<file path="config.mk">
export PLATFORM = sky130hd
export DESIGN_NAME = chf_top
export DESIGN_NICKNAME = d
export VERILOG_FILES = /design/src/inc/chf_pkg.sv /design/src/chf_sync2.sv /design/src/chf_halt_link.sv /design/src/chf_top.sv
export SDC_FILE = /design/constraint.sdc
export NUM_CORES = 1
export LEC_CHECK = 0
export BUFFER_PORTS_ARGS = -buffer_cell sky130_fd_sc_hd__buf_4
export CELL_PAD_IN_SITES_DETAIL_PLACEMENT = 0
export CELL_PAD_IN_SITES_GLOBAL_PLACEMENT = 2
export CORE_UTILIZATION = 28
export CTS_BUF_LIST = sky130_fd_sc_hd__clkbuf_4 sky130_fd_sc_hd__clkbuf_8 sky130_fd_sc_hd__clkbuf_16
export DETAILED_ROUTE_END_ITERATION = 6
export GPL_TIMING_DRIVEN = 1
export PLACE_DENSITY_LB_ADDON = 0.05
export SLEW_MARGIN = 15
export SYNTH_ARGS = -nofsm -noshare
export SYNTH_HDL_FRONTEND = slang
export SYNTH_HIERARCHICAL = 1
export SYNTH_SLANG_ARGS = --single-unit
</file>
<file path="constraint.sdc">
create_clock -name aclk -period 2.1 [get_ports aclk]
set_input_delay 0.21 -clock aclk [delete_from_list [all_inputs] [get_ports aclk]]
set_output_delay 0.21 -clock aclk [all_outputs]
set_load 0.05 [all_outputs]
</file>
<file path="src/inc/chf_pkg.sv">
package chf_pkg;

  // ****************************************************************
  // Bus geometry and register map
  // ****************************************************************
  localparam int AXI_AW = 32;
  localparam int AXI_DW = 32;
  localparam int AXI_SW = AXI_DW / 8;
  localparam logic [AXI_AW-1:0] ADDR_FREEZE_SET = 32'h5005_0300;
  localparam logic [AXI_AW-1:0] ADDR_FREEZE_CLR = 32'h5005_0304;
  localparam logic [AXI_AW-1:0] ADDR_DEBUG_CTRL = 32'h5005_0308;
  localparam logic [1:0] RESP_OKAY = 2'h0;
  localparam logic [1:0] RESP_SLVERR = 2'h2;

  // ****************************************************************
  // Freeze set and clear fields
  // ****************************************************************
  localparam int FRZ_W = 11;
  localparam logic [FRZ_W-1:0] FRZ_VALID_MASK = 11'h76f;
  localparam logic [FRZ_W-1:0] FRZ_RESET = 11'h000;
  localparam int FRZ_WAKEUP_TIMER_HOLD = 0;
  localparam int FRZ_SW_TIMER = 1;
  localparam int FRZ_SPARE = 2;
  localparam int FRZ_SYS_WDOG = 3;
  localparam int FRZ_DMA = 5;
  localparam int FRZ_TIMER2 = 6;
  localparam int FRZ_TIMER3 = 8;
  localparam int FRZ_TIMER4 = 9;
  localparam int FRZ_RADIO_WDOG = 10;

  // ****************************************************************
  // Debug halt and freeze control fields
  // ****************************************************************
  localparam int DBG_W = 9;
  localparam logic [DBG_W-1:0] DBG_RESET = 9'h101;
  localparam logic [DBG_W-1:0] DBG_RW_MASK = 9'h1cf;
  localparam int DBG_HALT_PULSE_MODE = 8;
  localparam int DBG_STALL_DEBUG_WAKE = 7;
  localparam int DBG_STALL_WAKE = 6;
  localparam int DBG_RADIO_HALTED = 5;
  localparam int DBG_APP_HALTED = 4;
  localparam int DBG_RADIO_TO_APP_EN = 3;
  localparam int DBG_APP_TO_RADIO_EN = 2;
  localparam int DBG_RADIO_FREEZE_EN = 1;
  localparam int DBG_APP_FREEZE_EN = 0;

  // ****************************************************************
  // Wake and stall sequencing
  // ****************************************************************
  typedef enum logic [2:0] {
    ST_RUN = 3'b001,
    ST_SLEEP = 3'b010,
    ST_STALL = 3'b100
  } chf_wake_state_t;

endpackage

</file>
<file path="src/chf_sync2.sv">
module chf_sync2 #(
  parameter int W = 1
) (
  input wire logic aclk,
  input wire logic aresetn,
  input wire logic [W-1:0] async_in,
  output logic [W-1:0] sync_out
);
  logic [W-1:0] meta_q;

  // ****************************************************************
  // Two-stage synchroniser; the first stage feeds only the second.
  // ****************************************************************
  always_ff @(posedge aclk) begin
    if (!aresetn) begin
      meta_q <= '0;
      sync_out <= '0;
    end else begin
      meta_q <= async_in;
      sync_out <= meta_q;
    end
  end
endmodule

</file>
<file path="src/chf_halt_link.sv">
module chf_halt_link (
  input wire logic aclk,
  input wire logic aresetn,
  input wire logic src_halted,
  input wire logic enable,
  input wire logic pulse_mode,
  output logic halt_req_q
);
  logic src_prev_q;

  // ****************************************************************
  // Passes a halt from one core to the other as a level or a pulse.
  // ****************************************************************
  always_ff @(posedge aclk) begin
    if (!aresetn) begin
      src_prev_q <= 1'b0;
      halt_req_q <= 1'b0;
    end else begin
      src_prev_q <= src_halted;
      if (pulse_mode) begin
        halt_req_q <= enable & src_halted & ~src_prev_q;
      end else begin
        halt_req_q <= enable & src_halted;
      end
    end
  end
endmodule

</file>
<file path="src/chf_top.sv">
// What this block does
// - Writing 1 to wake-up timer clear bit unfreezes it; writing 0 does nothing.
// - Control bit 8 picks level (0) or pulse (1) halt passing; resets to 1.
// - Bit 7 stalls the application core out of reset after debug-caused wake-ups.
// - Debug-wake stall ignores sequencer setup; debug activity in sleep triggers it.
// - Bit 6 stalls the application core out of reset after every wake-up.
// - Debugger access continues while stalled; clearing the stall bit resumes the core.
// - Bit 5 reads 1 while the radio core is halted; resets to 0.
// - Bit 3 set passes radio-core halts to the application core.
// - Bit 2 set passes application-core halts to the radio core.
// - Radio freeze enable lets a radio-core halt freeze the covered peripherals.
// - Application freeze enable resets to 1 and freezes peripherals during halt.
// - With application freeze enable 0, an application-core halt freezes only the system watchdog beyond the freeze registers.
// - System watchdog always freezes while the application core is halted.
// - Control bits keep their values through deep sleep.
// - Writing 1 to a freeze set bit freezes that peripheral, the system watchdog only while wdog_nmi_select is 0; 0 ignored.
module chf_top (
  input wire logic aclk,
  input wire logic aresetn,
  input wire logic [chf_pkg::AXI_AW-1:0] s_axi_awaddr,
  input wire logic s_axi_awvalid,
  output logic s_axi_awready,
  input wire logic [chf_pkg::AXI_DW-1:0] s_axi_wdata,
  input wire logic [chf_pkg::AXI_SW-1:0] s_axi_wstrb,
  input wire logic s_axi_wvalid,
  output logic s_axi_wready,
  output logic [1:0] s_axi_bresp,
  output logic s_axi_bvalid,
  input wire logic s_axi_bready,
  input wire logic [chf_pkg::AXI_AW-1:0] s_axi_araddr,
  input wire logic s_axi_arvalid,
  output logic s_axi_arready,
  output logic [chf_pkg::AXI_DW-1:0] s_axi_rdata,
  output logic [1:0] s_axi_rresp,
  output logic s_axi_rvalid,
  input wire logic s_axi_rready,
  input wire logic app_core_halted,
  input wire logic radio_core_halted,
  input wire logic deep_sleep,
  input wire logic debug_activity,
  input wire logic wdog_nmi_select,
  output logic app_core_halt_req,
  output logic radio_core_halt_req,
  output logic app_core_stall,
  output logic [chf_pkg::FRZ_W-1:0] freeze_out
);
  import chf_pkg::*;

  logic [AXI_AW-1:0] aw_addr_q;
  logic aw_hold_q;
  logic [AXI_DW-1:0] w_data_q;
  logic [AXI_SW-1:0] w_strb_q;
  logic w_hold_q;
  logic do_write;
  logic [15:0] wr_mask;
  logic [15:0] wr_bits;
  logic [FRZ_W-1:0] freeze_reg_q;
  logic [DBG_W-1:0] dbg_q;
  logic [3:0] sync_s;
  logic app_halted_s;
  logic radio_halted_s;
  logic deep_sleep_s;
  logic debug_activity_s;
  chf_wake_state_t state_q;
  chf_wake_state_t state_d;
  logic dbg_seen_q;
  logic stall_hold;
  logic halt_freeze;
  logic [FRZ_W-1:0] eff_reg;
  logic [FRZ_W-1:0] freeze_d;

  // ****************************************************************
  // Pin synchronisers and cross-core halt links
  // ****************************************************************
  chf_sync2 #(
    .W(4)
  ) u_sync (
    .aclk(aclk),
    .aresetn(aresetn),
    .async_in({debug_activity, deep_sleep, radio_core_halted, app_core_halted}),
    .sync_out(sync_s)
  );

  assign app_halted_s = sync_s[0];
  assign radio_halted_s = sync_s[1];
  assign deep_sleep_s = sync_s[2];
  assign debug_activity_s = sync_s[3];

  // Application-core halt forwarded to the radio core.
  chf_halt_link u_app_to_radio (
    .aclk(aclk),
    .aresetn(aresetn),
    .src_halted(app_halted_s),
    .enable(dbg_q[DBG_APP_TO_RADIO_EN]),
    .pulse_mode(dbg_q[DBG_HALT_PULSE_MODE]),
    .halt_req_q(radio_core_halt_req)
  );

  // Radio-core halt forwarded to the application core.
  chf_halt_link u_radio_to_app (
    .aclk(aclk),
    .aresetn(aresetn),
    .src_halted(radio_halted_s),
    .enable(dbg_q[DBG_RADIO_TO_APP_EN]),
    .pulse_mode(dbg_q[DBG_HALT_PULSE_MODE]),
    .halt_req_q(app_core_halt_req)
  );

  // ****************************************************************
  // AXI4-Lite write channels
  // ****************************************************************
  assign do_write = aw_hold_q & w_hold_q & ~s_axi_bvalid;
  assign wr_mask = {{8{w_strb_q[1]}}, {8{w_strb_q[0]}}};
  assign wr_bits = w_data_q[15:0] & wr_mask;

  always_ff @(posedge aclk) begin
    if (!aresetn) begin
      aw_hold_q <= 1'b0;
      aw_addr_q <= '0;
      s_axi_awready <= 1'b1;
    end else if (s_axi_awvalid && s_axi_awready) begin
      aw_hold_q <= 1'b1;
      aw_addr_q <= s_axi_awaddr;
      s_axi_awready <= 1'b0;
    end else if (do_write) begin
      aw_hold_q <= 1'b0;
      s_axi_awready <= 1'b1;
    end
  end

  always_ff @(posedge aclk) begin
    if (!aresetn) begin
      w_hold_q <= 1'b0;
      w_data_q <= '0;
      w_strb_q <= '0;
      s_axi_wready <= 1'b1;
    end else if (s_axi_wvalid && s_axi_wready) begin
      w_hold_q <= 1'b1;
      w_data_q <= s_axi_wdata;
      w_strb_q <= s_axi_wstrb;
      s_axi_wready <= 1'b0;
    end else if (do_write) begin
      w_hold_q <= 1'b0;
      s_axi_wready <= 1'b1;
    end
  end

  always_ff @(posedge aclk) begin
    if (!aresetn) begin
      s_axi_bvalid <= 1'b0;
      s_axi_bresp <= RESP_OKAY;
    end else if (do_write) begin
      s_axi_bvalid <= 1'b1;
      if (aw_addr_q == ADDR_FREEZE_SET || aw_addr_q == ADDR_FREEZE_CLR || aw_addr_q == ADDR_DEBUG_CTRL) begin
        s_axi_bresp <= RESP_OKAY;
      end else begin
        s_axi_bresp <= RESP_SLVERR;
      end
    end else if (s_axi_bready) begin
      s_axi_bvalid <= 1'b0;
    end
  end

  // ****************************************************************
  // Freeze register and debug control register
  // ****************************************************************
  // Only aresetn resets these; deep sleep leaves them untouched.
  always_ff @(posedge aclk) begin
    if (!aresetn) begin
      freeze_reg_q <= FRZ_RESET;
    end else if (do_write && aw_addr_q == ADDR_FREEZE_SET) begin
      freeze_reg_q <= freeze_reg_q | (wr_bits[FRZ_W-1:0] & FRZ_VALID_MASK);
    end else if (do_write && aw_addr_q == ADDR_FREEZE_CLR) begin
      freeze_reg_q <= freeze_reg_q & ~(wr_bits[FRZ_W-1:0] & FRZ_VALID_MASK);
    end
  end

  always_ff @(posedge aclk) begin
    if (!aresetn) begin
      dbg_q <= DBG_RESET;
    end else if (do_write && aw_addr_q == ADDR_DEBUG_CTRL) begin
      dbg_q <= (dbg_q & ~(wr_mask[DBG_W-1:0] & DBG_RW_MASK)) | (wr_bits[DBG_W-1:0] & DBG_RW_MASK);
    end
  end

  // ****************************************************************
  // AXI4-Lite read channels
  // ****************************************************************
  function automatic logic [AXI_DW-1:0] read_word(input logic [AXI_AW-1:0] addr);
    logic [AXI_DW-1:0] word;
    word = '0;
    if (addr == ADDR_FREEZE_SET || addr == ADDR_FREEZE_CLR) begin
      word[FRZ_W-1:0] = freeze_reg_q;
    end else if (addr == ADDR_DEBUG_CTRL) begin
      word[DBG_W-1:0] = dbg_q & DBG_RW_MASK;
      word[DBG_RADIO_HALTED] = radio_halted_s;
      word[DBG_APP_HALTED] = app_halted_s;
    end
    return word;
  endfunction

  always_ff @(posedge aclk) begin
    if (!aresetn) begin
      s_axi_arready <= 1'b1;
      s_axi_rvalid <= 1'b0;
      s_axi_rdata <= '0;
      s_axi_rresp <= RESP_OKAY;
    end else if (s_axi_arvalid && s_axi_arready) begin
      s_axi_arready <= 1'b0;
      s_axi_rvalid <= 1'b1;
      s_axi_rdata <= read_word(s_axi_araddr);
      if (s_axi_araddr == ADDR_FREEZE_SET || s_axi_araddr == ADDR_FREEZE_CLR ||
          s_axi_araddr == ADDR_DEBUG_CTRL) begin
        s_axi_rresp <= RESP_OKAY;
      end else begin
        s_axi_rresp <= RESP_SLVERR;
      end
    end else if (s_axi_rvalid && s_axi_rready) begin
      s_axi_rvalid <= 1'b0;
      s_axi_arready <= 1'b1;
    end
  end

  // ****************************************************************
  // Wake-up stall sequencing
  // ****************************************************************
  // The stall only gates instruction fetch in the core; the debug path and this bus stay live.
  assign stall_hold = dbg_q[DBG_STALL_WAKE] | (dbg_q[DBG_STALL_DEBUG_WAKE] & dbg_seen_q);

  always_comb begin
    state_d = state_q;
    case (state_q)
      ST_RUN: begin
        if (deep_sleep_s) begin
          state_d = ST_SLEEP;
        end
      end
      ST_SLEEP: begin
        if (!deep_sleep_s) begin
          if (dbg_q[DBG_STALL_WAKE] || (dbg_q[DBG_STALL_DEBUG_WAKE] && (dbg_seen_q || debug_activity_s))) begin
            state_d = ST_STALL;
          end else begin
            state_d = ST_RUN;
          end
        end
      end
      ST_STALL: begin
        if (deep_sleep_s) begin
          state_d = ST_SLEEP;
        end else if (!stall_hold) begin
          state_d = ST_RUN;
        end
      end
      default: begin
        state_d = ST_RUN;
      end
    endcase
  end

  always_ff @(posedge aclk) begin
    if (!aresetn) begin
      state_q <= ST_RUN;
      app_core_stall <= 1'b0;
    end else begin
      state_q <= state_d;
      app_core_stall <= (state_d == ST_STALL);
    end
  end

  // Debug activity is seen regardless of which domains the sequencer powers.
  always_ff @(posedge aclk) begin
    if (!aresetn) begin
      dbg_seen_q <= 1'b0;
    end else if (state_q != ST_SLEEP && deep_sleep_s) begin
      dbg_seen_q <= 1'b0;
    end else if (state_q == ST_SLEEP && debug_activity_s) begin
      dbg_seen_q <= 1'b1;
    end
  end

  // ****************************************************************
  // Peripheral freeze outputs
  // ****************************************************************
  assign halt_freeze = (app_halted_s & dbg_q[DBG_APP_FREEZE_EN]) | (radio_halted_s & dbg_q[DBG_RADIO_FREEZE_EN]);

  always_comb begin
    eff_reg = freeze_reg_q;
    eff_reg[FRZ_SYS_WDOG] = freeze_reg_q[FRZ_SYS_WDOG] & ~wdog_nmi_select;
    freeze_d = (eff_reg | {FRZ_W{halt_freeze}}) & FRZ_VALID_MASK;
    freeze_d[FRZ_SYS_WDOG] = freeze_d[FRZ_SYS_WDOG] | app_halted_s;
  end

  always_ff @(posedge aclk) begin
    if (!aresetn) begin
      freeze_out <= '0;
    end else begin
      freeze_out <= freeze_d;
    end
  end
endmodule

</file>
==> After elaboration in Yosys (flattened, before gate mapping) <==
Index checks and enable logic that the tools add are counted.
{ "word_totals": {"regBits": 115, "in_bits": 112, "out_inout_bits": 55} }
{ "classes": {"n_eq_ne": 11, "mux": 27, "n_bitwise": 26, "n_reduce_logical": 22} }
{ "op_table": {"columns": ["cell", "count"], "rows": [
  ["$eq A32 B31 Y1 const B", 6],
  ["$and A11 B11 Y11", 2],
  ["$mux W11", 2],
  ["$or A11 B11 Y11", 2],
  ["$mux W9", 2],
  ["$mux W3", 5],
  ["$mux W1", 14],
  ["$not A11 Y11", 1],
  ["$and A1 B1 Y1", 10],
  ["$logic_and A1 B1 Y1", 10],
  ["$reduce_bool A2 Y1", 5],
  ["$and A9 B9 Y9", 1],
  ["$not A9 Y9", 1],
  ["$or A9 B9 Y9", 1],
  ["$pmux W3 S3", 1],
  ["$eq A3 B3 Y1 const B", 2],
  ["$logic_or A1 B1 Y1", 6],
  ["$mux W2", 3],
  ["$not A1 Y1", 5],
  ["$eq A3 B1 Y1 const B", 1],
  ["$eq A3 B2 Y1 const B", 1],
  ["$ne A3 B2 Y1 const B", 1],
  ["$or A1 B1 Y1", 3],
  ["$reduce_or A2 Y1", 1]
]} }

==> Logic depth before layout (Yosys ltp) <==
{ "depth": {"word_depth": 7, "depth_mapped": 6, "ltp_nobuf": 4} }

==> Modules after synthesis <==
Netlist, hierarchy kept.
{ "modules_own_cells": {"columns": ["module", "instances", "cells_per_inst", "area_per_inst_um2", "seq_area_each_um2"], "rows": [
  ["chf_top", 1, 478, 4106.4, 1881.8],
  ["chf_sync2", 1, 16, 210.2, 160.2],
  ["chf_halt_link", 2, 5, 61.3, 40.0]
]} }

==> Worst setup path after synthesis <==
OpenSTA, ideal clock, no wires.
{ "synth_timing": {"path_type": "flip-flop to flip-flop", "start": "register s_axi_bvalid", "end": "register with a tool-made name", "setup_ps": 72, "arrival_time_ps": 1648, "required_ps": 2028, "path_slack_ps": 380, "path_stages_with_launch": 7, "period_less_slack_ps": 1720, "path_cell_list": "dfxtp_1 > and3b_1 > buf_2 > nand3_1 > buf_2 > nor4_1 > mux2i_1"} }
{ "synth_rtl": {"columns": ["element", "line_no", "text"], "rows": [
  ["start, declared", "chf_top.sv:28", "output logic s_axi_bvalid,"],
  ["start signal, assigned", "chf_top.sv:150", "s_axi_bvalid <= 1'b0;"],
  ["start signal, assigned", "chf_top.sv:153", "s_axi_bvalid <= 1'b1;"],
  ["start signal, assigned", "chf_top.sv:160", "s_axi_bvalid <= 1'b0;"]
]} }

==> metrics.txt <==
# TYPE chip_impl_metric gauge
chip_impl_metric{name="worstHoldPathCells",unit=""} 2
chip_impl_info{name="min_to",value="u_sync/meta_q[0]"} 1
chip_impl_info{name="tritoncts",value="done"} 1
chip_impl_metric{name="drive_above_1_share",unit="%"} 25.5
chip_impl_metric{name="maxSlewViolCount",unit=""} 0
chip_impl_metric{name="quantity_of_i_o_buffers_inserted_on_ports",unit=""} 117
chip_impl_info{name="synth_top_area_cell",value="sky130_fd_sc_hd__dfxtp_1"} 1
chip_impl_info{name="cp-start-kind",value="flop"} 1
chip_impl_metric{name="die_area",unit="sq um"} 16400
chip_impl_metric{name="max-vdd-ir-drop",unit="mV"} 0.382
chip_impl_metric{name="route.vias.total",unit=""} 3646
chip_impl_metric{name="power.density",unit="nW/um^2"} 791
chip_impl_metric{name="arrival",unit="ns"} 1.98
chip_impl_metric{name="grt_pass1_vias",unit=""} 3629
chip_impl_metric{name="crit_path_max_fanout",unit=""} 12
chip_impl_metric{name="grt_pass1_wl",unit="um"} 18100
chip_impl_metric{name="sw_frac_of_total",unit="%"} 26.1
chip_impl_metric{name="post_synth_instance_area",unit="sq um"} 4440
chip_impl_info{name="final_common_cell",value="sky130_fd_sc_hd__nand2_1"} 1
chip_impl_metric{name="top_level_ports",unit=""} 167
chip_impl_info{name="most-common-layout-cells",value="132 x sky130_fd_sc_hd__nand2_1, 129 x sky130_fd_sc_hd__buf_4, 106 x sky130_fd_sc_hd__dfxtp_1"} 1
chip_impl_info{name="worst_setup_path_end_kind",value="flop"} 1
chip_impl_metric{name="flow.area_growth_from_synthesis",unit="%"} 30.2
chip_impl_metric{name="hold_viol",unit=""} 0
chip_impl_info{name="criticalPathCategory",value="reg -> reg"} 1
chip_impl_metric{name="synth.ff_latch_count",unit=""} 106
chip_impl_metric{name="synthArstFlopShare",unit="%"} 0
chip_impl_metric{name="gp_congestion",unit=""} 0.704
chip_impl_metric{name="synthDistinctLibCells",unit=""} 40
chip_impl_metric{name="layout.cell_area.non_filler",unit="sq um"} 5780
chip_impl_metric{name="post_cts_hold_buffer_count",unit=""} 0
chip_impl_metric{name="detail-route-antenna-nets",unit=""} 0
chip_impl_metric{name="worst-r2r-setup-slack",unit="ns"} 0.40
chip_impl_metric{name="upper_clock_frequency_limit",unit="GHz"} 0.587
chip_impl_metric{name="post_cts_resize_count",unit=""} 0
chip_impl_metric{name="fin_worst_skew",unit="ns"} 0.00735
chip_impl_metric{name="initialDrtViolationCount",unit=""} 193
chip_impl_metric{name="cts.repair_timing.setup_buffer_count",unit=""} 0
chip_impl_metric{name="max-clock-path-buffers",unit=""} 2
chip_impl_info{name="run_status",value="completed"} 1
chip_impl_metric{name="postPlaceCellArea",unit="sq um"} 5460
chip_impl_metric{name="h-tree-depth",unit=""} 3
chip_impl_metric{name="drv.max_cap_violation_count",unit=""} 0
chip_impl_metric{name="power.switching",unit="mW"} 1.19
chip_impl_metric{name="row_count",unit=""} 45
chip_impl_metric{name="via_per_inst",unit=""} 4.41
chip_impl_metric{name="reg2regPathDepth",unit=""} 6
chip_impl_metric{name="total_negative_slack_for_setup_checks",unit="ns"} 0
chip_impl_metric{name="path_clk_slew",unit="ns"} 0.07
chip_impl_metric{name="drt_drc_violations_left",unit=""} 0
chip_impl_metric{name="synth_enable_flop_cells",unit=""} 0
chip_impl_metric{name="cp_data_required_time",unit="ns"} 2.38
chip_impl_metric{name="tritoncts.num_buffers",unit=""} 9
chip_impl_metric{name="core_area",unit="sq um"} 15300
chip_impl_metric{name="post_synth_inst_count",unit=""} 504
chip_impl_metric{name="dpl.hpwl",unit="um"} 7940
chip_impl_metric{name="overall_routing_resource_usage",unit="%"} 14.2
chip_impl_metric{name="worstSkewPairLatency",unit="ns"} 0.35
chip_impl_metric{name="max-slew-margin-rel",unit="%"} 52.7
chip_impl_info{name="biggest_area_contributors_in_the_synthesized_netlist",value="sky130_fd_sc_hd__dfxtp_1 48%, sky130_fd_sc_hd__nand2_1 11%, sky130_fd_sc_hd__a21boi_0 8.5%, sky130_fd_sc_hd__buf_4 4.2%, sky130_fd_sc_hd__mux2i_1 3.6%"} 1
chip_impl_metric{name="antenna_violations_before_repair",unit=""} 0
chip_impl_info{name="rsz0062_at_grt",value="false"} 1
chip_impl_info{name="cts.root.buffer_cell",value="sky130_fd_sc_hd__clkbuf_16"} 1
chip_impl_info{name="min-delay-start",value="app_core_halted"} 1
chip_impl_metric{name="die_y_extent",unit="um"} 128
chip_impl_metric{name="synth.top_cell.area_share",unit="%"} 47.8
chip_impl_metric{name="die_w",unit="um"} 128
chip_impl_metric{name="max_slew.worst_pin.slew",unit="ns"} 0.709
chip_impl_metric{name="cell_internal_pwr",unit="mW"} 3.38
chip_impl_metric{name="nNetsFinal",unit=""} 723
chip_impl_info{name="synth_top_flop_cell",value="sky130_fd_sc_hd__dfxtp_1"} 1
chip_impl_metric{name="power.clock.fraction",unit="%"} 39.7
chip_impl_metric{name="fillers",unit=""} 1635
chip_impl_info{name="worstHoldPathType",value="in -> reg"} 1
chip_impl_metric{name="p_seq_share",unit="%"} 47.1
chip_impl_metric{name="report.power.total",unit="mW"} 4.57
chip_impl_metric{name="initial_utilization",unit="%"} 29.0
chip_impl_metric{name="avgSynthCellArea",unit="sq um"} 8.81
chip_impl_metric{name="p_leak",unit="nW"} 2.28
chip_impl_metric{name="globalRouteOverflowTotal",unit=""} 0
chip_impl_metric{name="comb_power_share",unit="%"} 13.2
chip_impl_info{name="reg2reg_from",value="aw_addr_q[11]"} 1
chip_impl_metric{name="num_antenna_cells",unit=""} 0
chip_impl_metric{name="final-setup-viol-count",unit=""} 0
chip_impl_metric{name="numClockSinks",unit=""} 106
chip_impl_metric{name="drt_wl_total",unit="um"} 10900
chip_impl_metric{name="wl_per_cell",unit="um"} 13.2
chip_impl_metric{name="yosysSeqAreaShare",unit="%"} 47.8
chip_impl_metric{name="worst_hold_slack",unit="ns"} 0.0591
chip_impl_metric{name="maximum_number_of_pins_on_one_net_before_global_route_repair",unit=""} 48
chip_impl_metric{name="ys_warn_count",unit=""} 6
chip_impl_metric{name="detailedRoute.firstPassIterationCount",unit=""} 5
chip_impl_metric{name="final.min_clock_period",unit="ns"} 1.70
chip_impl_metric{name="layout.core_utilization",unit="%"} 37.7
chip_impl_metric{name="period_share",unit="%"} 81.1
[critical path, cell delays in order, from the launching register on]
cell and delay, ns:
sky130_fd_sc_hd__dfxtp_1 0.31, sky130_fd_sc_hd__nor4_1 0.31, sky130_fd_sc_hd__nand4_1 0.14, sky130_fd_sc_hd__buf_4 0.21, sky130_fd_sc_hd__nor4_4 0.27, sky130_fd_sc_hd__buf_4 0.20
sky130_fd_sc_hd__mux2i_1 0.18
[metrics by stage]
| stage | std cells | setup WS [ns] |
|---|---|---|
| 3_5_place_dp | 811 | 0.349 |
| 3_3_place_gp | 811 | 0.379 |
| 4_1_cts | 827 | 0.335 |
| 5_1_grt | 827 | 0.217 |
| 6_report | 827 | 0.397 |
| 2_1_floorplan | 528 | 0.380 |
[kinds of logic after synthesis]
family	after synthesis	share of synthesized area, %
AOI/OAI and AO/OA	96	15.2
xor gates and xnor gates	1	0.197
buffers and inverters	61	7.47
DFF	106	47.8
muxes	16	3.61
other	1	0.0845
and+or+nand+nor	223	25.7
[cells in the mapped netlist, types with 2 or more instances]
master and instances:
sky130_fd_sc_hd__nand2_1 132, sky130_fd_sc_hd__dfxtp_1 106, sky130_fd_sc_hd__a21boi_0 50, sky130_fd_sc_hd__buf_4 25, sky130_fd_sc_hd__clkbuf_1 25, sky130_fd_sc_hd__mux2i_1 16
sky130_fd_sc_hd__o21ai_0 16, sky130_fd_sc_hd__nor4_1 13, sky130_fd_sc_hd__and2_1 12, sky130_fd_sc_hd__nor2b_1 12, sky130_fd_sc_hd__nand4_1 10, sky130_fd_sc_hd__nand3_1 9
sky130_fd_sc_hd__o21a_1 9, sky130_fd_sc_hd__a31oi_1 7, sky130_fd_sc_hd__buf_2 7, sky130_fd_sc_hd__nand4b_1 7, sky130_fd_sc_hd__nor4b_1 6, sky130_fd_sc_hd__a21oi_1 5
sky130_fd_sc_hd__nor2_1 5, sky130_fd_sc_hd__nor4b_2 4, sky130_fd_sc_hd__inv_1 3, sky130_fd_sc_hd__a21oi_2 2, sky130_fd_sc_hd__and2_2 2, sky130_fd_sc_hd__and3_1 2
sky130_fd_sc_hd__and4_1 2, sky130_fd_sc_hd__nand2b_1 2, sky130_fd_sc_hd__nor3b_1 2
[area by class of cell]
class,count,area [sq um],area share [%]
flip-flops and latches,106,2120,36.7
repair buffers,130,988,17.1
multi-input cells,361,2080,35.9
clock buffers,9,225,3.90
clock inverters,7,93.8,1.62
well taps,211,264,4.57
inverters,3,11.3,0.195
[power groups by stage]
stage	Sequential (mW)	Combinational (mW)	Clock [mW]
floorplan	2.27	0.337	0
global placement	2.20	0.609	0
detailed placement	2.20	0.612	0
CTS	2.15	0.614	1.87
global route	2.17	0.662	1.95
finish	2.15	0.602	1.81
[routing by layer]
layer | GRT usage [%] | part of all wire (%) | vias to the layer above
met3 | 5.01 | 6.5 | 8
met5 | 0 | 0 | -
li1 | - | - | 1888
met4 | 3.94 | 1.1 | 0
met2 | 23.4 | 46 | 95
met1 | 17.5 | 46 | 1655
[worst max path at each step]
stage	start	end	slack, ns	cells after the start
global placement	aw_addr_q[19]	flop	0.38	6
finish	aw_addr_q[11]	flop	0.40	6
detailed placement	aw_addr_q[11]	flop	0.35	6
CTS	aw_addr_q[11]	flop	0.33	6
global route	aw_addr_q[11]	flop	0.22	6
floorplan	s_axi_bvalid	flop	0.38	6
No activity file was read; power rests on OpenSTA's default activity.
